## config.mk

```make
export PLATFORM = sky130hd
export DESIGN_NAME = cpuodw_core
export DESIGN_NICKNAME = d
export VERILOG_FILES = /design/src/rtl/cpuodw_pkg.sv /design/src/rtl/cpuodw_wait_if.sv /design/src/rtl/cpuodw_core.sv /design/src/rtl/cpuodw_wait_seq.sv
export SDC_FILE = /design/constraint.sdc
export NUM_CORES = 1
export LEC_CHECK = 0
export ABC_AREA = 1
export BUFFER_PORTS_ARGS = -buffer_cell sky130_fd_sc_hd__buf_2
export CORE_MARGIN = 2
export CORE_UTILIZATION = 50
export CTS_BUF_LIST = sky130_fd_sc_hd__clkbuf_4
export CTS_CLUSTER_SIZE = 24
export DETAILED_ROUTE_END_ITERATION = 16
export GPL_ROUTABILITY_DRIVEN = 0
export PLACE_DENSITY = 0.77
export SYNTH_ARGS = -nofsm -noshare
export SYNTH_HDL_FRONTEND = slang
export SYNTH_SLANG_ARGS = --single-unit
```

## constraint.sdc

```tcl
create_clock -name sys_clk -period 5.08 [get_ports sys_clk]
set_clock_uncertainty 0.2 [all_clocks]
set_input_delay 0.508 -clock sys_clk [delete_from_list [all_inputs] [get_ports sys_clk]]
set_output_delay 0.508 -clock sys_clk [all_outputs]
set_load 0.1 [all_outputs]
```

## src/rtl/cpuodw_pkg.sv

```systemverilog
// Purpose: Shared constants for the operand decode and wait sequencer
// Assumes: One bus cycle per sys_clk edge
// Notes: Opcodes are the page-0 and page-1 codes the block decodes
package cpuodw_pkg;
    // ************************
    // Wait sequence timing
    // ************************
    localparam int unsigned WAIT_SAVE_CYCLES = 12;
    localparam int unsigned WAIT_VECTOR_CYCLES = 2;
    localparam int unsigned WAIT_BASE_CYCLES = WAIT_SAVE_CYCLES + WAIT_VECTOR_CYCLES;
    // ************************
    // Opcodes
    // ************************
    localparam logic [7:0] OP_PAGE1 = 8'h18;
    localparam logic [7:0] OP_WAIT = 8'h3E;
    localparam logic [7:0] OP_TEST_EXT = 8'h7D;
    localparam logic [7:0] OP_TEST_IDX = 8'h6D;
    localparam logic [7:0] OP_TEST_A = 8'h4D;
    localparam logic [7:0] OP_TEST_B = 8'h5D;
    localparam logic [7:0] OP_SP_TO_IDX = 8'h30;
    localparam logic [7:0] OP_IDX_TO_SP = 8'h35;
    localparam logic [7:0] OP_SWAP_D = 8'h8F;
    localparam logic [7:0] OP_TO_FLAGS = 8'h06;
    // ************************
    // Flag bit positions
    // ************************
    localparam int unsigned FLAG_C = 0;
    localparam int unsigned FLAG_V = 1;
    localparam int unsigned FLAG_Z = 2;
    localparam int unsigned FLAG_N = 3;
    localparam int unsigned FLAG_X = 6;
    localparam logic [7:0] FLAG_RESET = 8'hD0;
    localparam logic [7:0] DIRECT_PAGE = 8'h00;
    // ************************
    // Operand modes
    // ************************
    typedef enum logic [2:0] {
        MODE_INH, MODE_IMM8, MODE_IMM16, MODE_DIR, MODE_EXT, MODE_IDX, MODE_REL, MODE_MASK
    } cpuodw_mode_type;
endpackage

```

## src/rtl/cpuodw_wait_if.sv

```systemverilog
// Purpose: Carries the wait request and status between main file and sequencer
// Assumes: Single sys_clk domain
// Notes: None
`timescale 1ns/100ps
interface cpuodw_wait_if;
    logic start;
    logic irq;
    logic busy;
    logic idle;
    logic vector_fetch;
    logic done;
    logic [31:0] total_cycles;
    modport main (output start, output irq, input busy, input idle, input vector_fetch,
        input done, input total_cycles);
    modport seq (input start, input irq, output busy, output idle, output vector_fetch,
        output done, output total_cycles);
endinterface

```

## src/rtl/cpuodw_core.sv

```systemverilog
// Purpose: Operand assembly, flag update, transfer and wait control
// Assumes: Operand bytes arrive one per cycle with op_byte_valid
// Notes: Interrupt request pin is synchronised here
// What this block does
// - The wait instruction spends 12 cycles from its opcode fetch saving registers.
// - The wait state lasts n whole cycles and ends on a recognised interrupt or on reset.
// - Two more cycles fetch the vector, so the instruction takes 14 + n cycles.
// - An extended address is two bytes, high byte first.
// - A 16-bit immediate is two bytes, high byte first, joined into one value.
// - An 8-bit immediate is the single byte after the opcode, used as data.
// - A mask byte selects the memory bits changed; cleared bits leave them alone.
// - Result-dependent flags follow the outcome; unchanged flags keep their value.
// - A transfer into the flag register may clear the clear-only bit but never set it.
// - Subtraction uses two's complement at the operand width.
`timescale 1ns/100ps
module cpuodw_core (
    // Clock and reset
    input wire logic sys_clk,
    input wire logic reset,
    // Instruction stream
    input wire logic op_start,
    input wire logic op_page1,
    input wire logic [7:0] op_code,
    input wire cpuodw_pkg::cpuodw_mode_type op_mode,
    input wire logic op_byte_valid,
    input wire logic [7:0] op_byte,
    input wire logic [15:0] pc_next,
    // Memory data and transfer source
    input wire logic [7:0] mem_data,
    input wire logic [7:0] mem_target,
    input wire logic [7:0] flags_src,
    // Interrupt pin
    input wire logic irq_pin,
    // Results
    output logic [15:0] eff_addr,
    output logic [15:0] imm_value,
    output logic [7:0] masked_data,
    output logic operand_done,
    output logic [7:0] flag_register,
    output logic [15:0] acc_d,
    output logic [15:0] index_x,
    output logic [15:0] index_y,
    output logic [15:0] stack_pointer,
    output logic [7:0] diff_out,
    output logic wait_busy,
    output logic wait_idle,
    output logic wait_vector,
    output logic wait_done,
    output logic [31:0] wait_total
);
    cpuodw_wait_if wif ();
    logic irq_s1_q, irq_s2_q;
    logic [7:0] hi_q;
    logic have_hi_q;
    logic [15:0] x_q, y_q, sp_q, d_q;
    logic [7:0] ccr_q;
    logic [15:0] base;

    // ************************
    // Interrupt synchroniser and wait sequencer
    // ************************
    always_ff @(posedge sys_clk or posedge reset) begin
        if (reset) begin
            irq_s1_q <= 1'b0;
            irq_s2_q <= 1'b0;
        end else begin
            irq_s1_q <= irq_pin;
            irq_s2_q <= irq_s1_q;
        end
    end
    assign wif.start = op_start && !op_page1 && (op_code == cpuodw_pkg::OP_WAIT);
    assign wif.irq = irq_s2_q;
    cpuodw_wait_seq u_seq (
        .sys_clk(sys_clk),
        .reset(reset),
        .wif(wif)
    );
    assign wait_busy = wif.busy;
    assign wait_idle = wif.idle;
    assign wait_vector = wif.vector_fetch;
    assign wait_done = wif.done;
    assign wait_total = wif.total_cycles;

    // ************************
    // Operand assembly
    // ************************
    assign base = op_page1 ? y_q : x_q;
    always_ff @(posedge sys_clk or posedge reset) begin
        if (reset) begin
            hi_q <= 8'h00;
            have_hi_q <= 1'b0;
            eff_addr <= 16'h0000;
            imm_value <= 16'h0000;
            masked_data <= 8'h00;
            operand_done <= 1'b0;
        end else begin
            operand_done <= 1'b0;
            if (op_start) begin
                have_hi_q <= 1'b0;
            end else if (op_byte_valid) begin
                case (op_mode)
                    cpuodw_pkg::MODE_DIR: begin
                        eff_addr <= {cpuodw_pkg::DIRECT_PAGE, op_byte};
                        operand_done <= 1'b1;
                    end
                    cpuodw_pkg::MODE_IDX: begin
                        eff_addr <= base + {8'h00, op_byte};
                        operand_done <= 1'b1;
                    end
                    cpuodw_pkg::MODE_REL: begin
                        // Sign extend so backward branches wrap correctly
                        eff_addr <= pc_next + {{8{op_byte[7]}}, op_byte};
                        operand_done <= 1'b1;
                    end
                    cpuodw_pkg::MODE_EXT, cpuodw_pkg::MODE_IMM16: begin
                        if (!have_hi_q) begin
                            hi_q <= op_byte;
                            have_hi_q <= 1'b1;
                        end else begin
                            have_hi_q <= 1'b0;
                            operand_done <= 1'b1;
                            if (op_mode == cpuodw_pkg::MODE_EXT) begin
                                eff_addr <= {hi_q, op_byte};
                            end else begin
                                imm_value <= {hi_q, op_byte};
                            end
                        end
                    end
                    cpuodw_pkg::MODE_IMM8: begin
                        imm_value <= {8'h00, op_byte};
                        operand_done <= 1'b1;
                    end
                    cpuodw_pkg::MODE_MASK: begin
                        // Set bits of the mask force the target bit to one, others keep the target
                        masked_data <= (mem_target & ~op_byte) | op_byte;
                        operand_done <= 1'b1;
                    end
                    default: operand_done <= 1'b0;
                endcase
            end
        end
    end

    // ************************
    // Register transfers and flags
    // ************************
    always_ff @(posedge sys_clk or posedge reset) begin
        if (reset) begin
            x_q <= 16'h0000;
            y_q <= 16'h0000;
            sp_q <= 16'h0000;
            d_q <= 16'h0000;
            ccr_q <= cpuodw_pkg::FLAG_RESET;
            diff_out <= 8'h00;
        end else if (op_start) begin
            case (op_code)
                cpuodw_pkg::OP_TEST_EXT, cpuodw_pkg::OP_TEST_IDX,
                cpuodw_pkg::OP_TEST_A, cpuodw_pkg::OP_TEST_B: begin
                    // Other flag bits are left as they were
                    diff_out <= mem_data - 8'h00;
                    ccr_q[cpuodw_pkg::FLAG_N] <= mem_data[7];
                    ccr_q[cpuodw_pkg::FLAG_Z] <= (mem_data == 8'h00);
                    ccr_q[cpuodw_pkg::FLAG_V] <= 1'b0;
                    ccr_q[cpuodw_pkg::FLAG_C] <= 1'b0;
                end
                cpuodw_pkg::OP_SP_TO_IDX: begin
                    if (op_page1) y_q <= sp_q + 16'h0001;
                    else x_q <= sp_q + 16'h0001;
                end
                cpuodw_pkg::OP_IDX_TO_SP: begin
                    sp_q <= base - 16'h0001;
                end
                cpuodw_pkg::OP_SWAP_D: begin
                    d_q <= base;
                    if (op_page1) y_q <= d_q;
                    else x_q <= d_q;
                end
                cpuodw_pkg::OP_TO_FLAGS: begin
                    // X bit may only fall
                    ccr_q <= {flags_src[7], ccr_q[cpuodw_pkg::FLAG_X] & flags_src[6],
                        flags_src[5:0]};
                end
                default: ccr_q <= ccr_q;
            endcase
        end
    end

    assign flag_register = ccr_q;
    assign acc_d = d_q;
    assign index_x = x_q;
    assign index_y = y_q;
    assign stack_pointer = sp_q;
endmodule

```

## src/rtl/cpuodw_wait_seq.sv

```systemverilog
// Purpose: Wait-for-interrupt cycle sequencer
// Assumes: irq already synchronised
// Notes: Counts save, idle and vector cycles
`timescale 1ns/100ps
module cpuodw_wait_seq (
    // Clock and reset
    input wire logic sys_clk,
    input wire logic reset,
    // Request and status
    cpuodw_wait_if.seq wif
);
    typedef enum logic [1:0] {ST_OFF, ST_SAVE, ST_IDLE, ST_VEC} cpuodw_wstate_type;
    cpuodw_wstate_type state_q;
    logic [3:0] cnt_q;
    logic [31:0] total_q;
    logic [3:0] save_run_q;

    // ************************
    // Sequence
    // ************************
    always_ff @(posedge sys_clk or posedge reset) begin
        if (reset) begin
            state_q <= ST_OFF;
            cnt_q <= 4'h0;
        end else begin
            case (state_q)
                ST_OFF: begin
                    if (wif.start) begin
                        state_q <= ST_SAVE;
                        cnt_q <= 4'h1;
                    end
                end
                ST_SAVE: begin
                    // Opcode fetch cycle is the first of the save cycles
                    if (cnt_q == 4'(cpuodw_pkg::WAIT_SAVE_CYCLES - 1)) begin
                        state_q <= ST_IDLE;
                        cnt_q <= 4'h0;
                    end else begin
                        cnt_q <= cnt_q + 4'h1;
                    end
                end
                ST_IDLE: begin
                    // Only a recognised interrupt ends idle; reset is the other exit
                    if (wif.irq) begin
                        state_q <= ST_VEC;
                        cnt_q <= 4'h0;
                    end
                end
                ST_VEC: begin
                    if (cnt_q == 4'(cpuodw_pkg::WAIT_VECTOR_CYCLES - 1)) begin
                        state_q <= ST_OFF;
                    end
                    cnt_q <= cnt_q + 4'h1;
                end
                default: state_q <= ST_OFF;
            endcase
        end
    end

    always_ff @(posedge sys_clk or posedge reset) begin
        if (reset) begin
            total_q <= 32'h0;
        end else if (state_q == ST_OFF && wif.start) begin
            total_q <= 32'h1;
        end else if (state_q != ST_OFF) begin
            total_q <= total_q + 32'h1;
        end
    end

    assign wif.busy = (state_q != ST_OFF);
    assign wif.idle = (state_q == ST_IDLE);
    assign wif.vector_fetch = (state_q == ST_VEC);
    assign wif.done = (state_q == ST_VEC) &&
        (cnt_q == 4'(cpuodw_pkg::WAIT_VECTOR_CYCLES - 1));
    assign wif.total_cycles = total_q;

    // Length of the current save run, read only by the assertions
    always_ff @(posedge sys_clk or posedge reset) begin
        if (reset) begin
            save_run_q <= 4'h0;
        end else if (state_q == ST_SAVE) begin
            save_run_q <= save_run_q + 4'h1;
        end else begin
            save_run_q <= 4'h0;
        end
    end
endmodule

```

# == Word-level counts from Yosys, hierarchy flattened ==
# Index checks and enable logic that the tools add are counted.
# totals
wordCells,127
reg_bits,170
# classes
muxes,33
add_sub_neg,6
n_reduce_logical,32
n_eq_ne,32
bitwise_logic,6
# op_table
op,n
2-to-1 mux 16 bit,9
case mux 16 bit (2 select lines),3
2-to-1 mux 32 bit,2
case mux 16 bit (4 select lines),1
adder 32 x 1 -> 32 bit (second input constant),1
== test 8 x 7 -> 1 bit (second input constant),4
== test 8 x 6 -> 1 bit (second input constant),3
adder 16 x 1 -> 16 bit (second input constant),1
adder 16 bit,1
adder 16 x 8 -> 16 bit,1
case mux 4 bit (4 select lines),1
AND reduction 4 bit,4
subtractor 16 x 1 -> 16 bit (second input constant),1
inequality test 2 bit (second input constant),7
AND reduction 2 bit,7
nonzero test 2 bit,7
== test 3 bit (second input constant),4
2-to-1 mux 4 bit,3
AND reduction 5 bit,2
AND 8 bit,1
== test 8 x 3 -> 1 bit (second input constant),1
== test 8 bit (second input constant),1
logical NOT 8 bit,1
2-to-1 mux 2 bit,4
24 further kinds,39

# == Logic depth before layout (Yosys ltp) ==
# depth
ltp_word,5
depth_mapped,18
mapped_depth_nobuf,17

# == Modules after synthesis ==
# From an unflattened synthesis, not the netlist that was laid out.
# hier_totals
cells_unflattened,1444
hier_area_um2,10440.0
# modules_own_cells
mod,area_per_inst_um2,instances,cells_per_inst,seq_area_each_um2
cpuodw_core,8026.4,1,1110,3306.9
cpuodw_wait_seq,2413.6,1,334,950.9

# == Worst setup path before layout ==
# Ideal clock, no wire load.
# synth_path
path_kind,register to output
startpoint,register u_seq.state_q[0]
endpoint,output port wait_done
required_time_ns,4.372
stages_incl_launch_ff,4
path_slack_ns,1.762
path_buffers,0
arrival_time_ns,2.610
path_cell_list,dfrtp_1 -> ha_1 -> inv_1 -> nor2_1
# synth_via
elab_chain_cells,2
# synth_rtl
element,line_no,text
start: declaration,cpuodw_wait_seq.sv:13,cpuodw_wstate_type state_q;
start signal: assignment,cpuodw_wait_seq.sv:23,state_q <= ST_OFF;
start signal: assignment,cpuodw_wait_seq.sv:29,state_q <= ST_SAVE;
start signal: assignment,cpuodw_wait_seq.sv:36,state_q <= ST_IDLE;
== test 2 bit,--,
net wait_vector,cpuodw_core.sv:47,"output logic wait_vector,"
logical AND 1 bit,cpuodw_wait_seq.sv:73,assign wif.done = (state_q == ST_VEC) &&
end: declaration,cpuodw_core.sv:48,"output logic wait_done,"
# The timed path passes the listed nets, and every way through them passes these cells.

# == Worst setup path after layout ==
# layout_path
startpoint,register u_seq.state_q[0]
endpoint,output port wait_busy
# layout_via
elab_chain_cells,1
# layout_rtl
element,line_no,text
nonzero test 2 bit,cpuodw_wait_seq.sv:70,assign wif.busy = (state_q != ST_OFF);
end: declaration,cpuodw_core.sv:45,"output logic wait_busy,"
# No other way between the ends.

==> summary.md <==
| Metric | Value |
|---|---|
| Max-cap violation count | 0 |
| DP Area | 11620 um^2 |
| Die width | 147.5 um |
| Final net count | 1745 |
| Synth unique cells | 53 |
| Netlist Area Pre-Place | 10290 um^2 |
| Via-per-instance ratio | 5.248 |
| GR Overflow Total | 0 |
| Async SR Flop Fraction | 1.000 |
| Synth area leaders | dfrtp_1 41%, nand2_1 16%, inv_1 6.3%, nand3_1 5.6%, o21ai_0 4.4% |
| Headroom to the max-slew limit | 0.3023 |
| Cell count after synthesis | 1405 |
| CTS root buf | clkbuf_4 |
| H-tree levels | 4 |
| DIE HEIGHT | 147.5 um |
| Most instantiated cells after synthesis | 438 x nand2_1, 173 x inv_1, 167 x dfrtp_1 |
| Crit-path max cell delay | 0.45 ns |
| Top-Level Pins | 222 |
| Synthesized Nets | 1505 |
| Post-DP HPWL | 21950 um |
| Period utilization | 0.5539 |
| First-pass DRT Iterations | 6 |
| Die area | 21750 um^2 |
| EDFF count, synth | 0 |
| Largest net degree at the start of global routing | 171 |
| Worst path bufs/invs | 3 |
| Top cell type by total area after synthesis | dfrtp_1 |
| Min-delay worst type | input pin to register |
| Crit. End Element | output pin |
| Post-CTS Hold Buffers | 25 |
| Setup Buffers After CTS | 0 |
| LEAKAGE | 6.506 nW |
| Remaining DRCs | 0 |
| Synth top area share | 0.4059 |
| P&R area growth vs syn | 18.02% |
| Worst-path clk slew | 0.16 ns |
| CP delay by family, top | buffers and inverters |
| Average wire per standard cell | 15.12 um |
| PwrDens | 378.3 nW/um^2 |
| CTS buffer count | 17 |
| Row cnt | 52 |
| Share of layout cells above drive strength 1 | 0.2093 |
| Most frequent cell after synthesis | nand2_1 |
| Starting Density | 0.5088 |
| Crit-path slowest cell | buf_2 |
| Flops & latches, synth | 170 |
| Tot GR Track Use | 0.2687 |
| Crit path cell chain | inv_1, ha_1, inv_4, buf_2 |
| Worst skew pair latency | 0.60 ns |
| Final Hold Vio Count | 0 |
| Crit Path Class | register to output pin |
| Initial antenna violation count | 1 |
| Period minus WS final | 2.814 ns |
| Synthesized area per cell | 7.327 um^2 |
| Vias in the first global route | 9571 |
| Via count | 10124 |
| Setup TNS | 0 ns |
| Slew Limit Fails | 0 |
| Core area | 20230 um^2 |
| IO Port Bufs | 221 |
| RSZ-0062 raised after global routing | false |
| Clk sinks | 170 |
| Status | complete, no violations |
| CP max FO | 9 |
| Min Hold Slack | 0.04497 ns |
| Most used DFF post-synth | dfrtp_1 |
| Final ANT Viol Nets | 0 |
| TritonCTS clock tree | yes |
| Crit path DAT | 2.11 ns |
| Drt first-iter violations | 722 |
| First-pass GRT wire length | 46800 um |
| Max IR drop VDD | 0.0003198 V |
| Clock tree buffer depth | 2 |
| Seq/Total Area, Yosys | 0.4136 |
| Fin area | 12150 um^2 |
| Synth warn | 0 |
| Worst Tran Pin Value | 1.046 ns |
| Setup Viol. Count Final | 0 |
| PostCTS Resize Cnt | 0 |
| Detailed Route WL | 29160 um |
| Max Clock Freq | 0.3554 GHz |
| Required @ worst endpoint | 4.37 ns |
| Crit path launch type | register |
[state kept, by name (all words and copies together), names as in the netlist, 16 cells and up]
register and cells:
acc_d 16, eff_addr 16, imm_value 16, index_x 16, index_y 16, stack_pointer 16
u_seq.wif.total_cycles 32
[final cells by class]
type                       count  area (um^2)
antenna                        1        2.502
clock buffer                  18        135.1
clock inverter                14        137.6
fill                        1882         8084
inverter                     189        720.7
multi-input combinational   1017         5160
sequential                   170         4258
tap                          270        337.8
timing repair buffer         250         1399
[power by group]
group / switching [W] / leakage [nW] / internal [W] / total [W]
logic: 0.00174 / 4.31 / 0.000382 / 0.00212
clock network: 0.000533 / 0.140 / 0.000259 / 0.000792
registers: 0.000152 / 2.06 / 0.00153 / 0.00168
[metrics by stage]
step / util / worst slack [ns] / instances / total power (W)
finish: 0.6005 / 2.266 / 1929 / 0.004597
global route: 0.6005 / 2.143 / 1929 / 0.004812
CTS: 0.6004 / 2.245 / 1928 / 0.004611
detailed placement: 0.5745 / 1.937 / 1871 / 0.003812
global placement: 0.5745 / 1.970 / 1871 / 0.003782
floorplan: - / 1.762 / 1405 / 0.003414
[layer usage]
metal / global-route usage / wire [um] / up-vias
li1: - / - / 5009
met1: 0.3501 / 12380 / 4694
met2: 0.4542 / 13990 / 358
met3: 0.04414 / 1995 / 63
met4: 0.09808 / 794 / 0
met5: 0 / 0 / -
[final timing paths]
check	from	endpoint	slack [ns]	cells past startpoint
max	u_seq.state_q[0]	wait_busy	2.27	4
min	flags_src[3]	flag_register[3]	0.04	3
max reg2reg	index_y[0]	eff_addr[14]	2.49	17
min reg2reg	irq_s1_q	irq_s2_q	0.18	0
max in group asynchronous	reset	masked_data[1]	3.52	4
min in group asynchronous	reset	u_seq.wif.total_cycles[5]	0.53	4
[cell families after synthesis]
| logic type | synth area share |
|---|---|
| buf+inv | 0.08556 |
| simple gates | 0.3318 |
| flops | 0.4136 |
| fa+ha+maj | 0.04400 |
| xor+xnor | 0.01361 |
| compound gates | 0.1084 |
| mux | 0.003038 |
[placed cells by master, fill, tap and decap left out, types with 12 or more instances in the layout]
| cell | instances |
|---|---|
| ha_1 | 33 |
| o21ai_0 | 90 |
| a21oi_1 | 40 |
| nand2_2 | 13 |
| dfrtp_1 | 167 |
| buf_2 | 221 |
| inv_1 | 172 |
| nand4_1 | 14 |
| nand3_1 | 115 |
| clkbuf_4 | 18 |
| xor2_1 | 15 |
| or2_2 | 12 |
| nor2_1 | 95 |
| nor3_1 | 20 |
| nand2_1 | 438 |
| dlygate4sd3_1 | 25 |
| o21ai_1 | 47 |
[worst reg2reg max path: cells and delay by family, from the launching register on]
kind                       cells  cell delay [ns]
and+or+nand+nor               10             0.79
DFF                            1             0.45
AOI/OAI and AO/OA              1             0.10
buffers and inverters          4             0.36
adders and majority gates      2             0.57
Note: power is estimated with default switching activity, not from simulation.
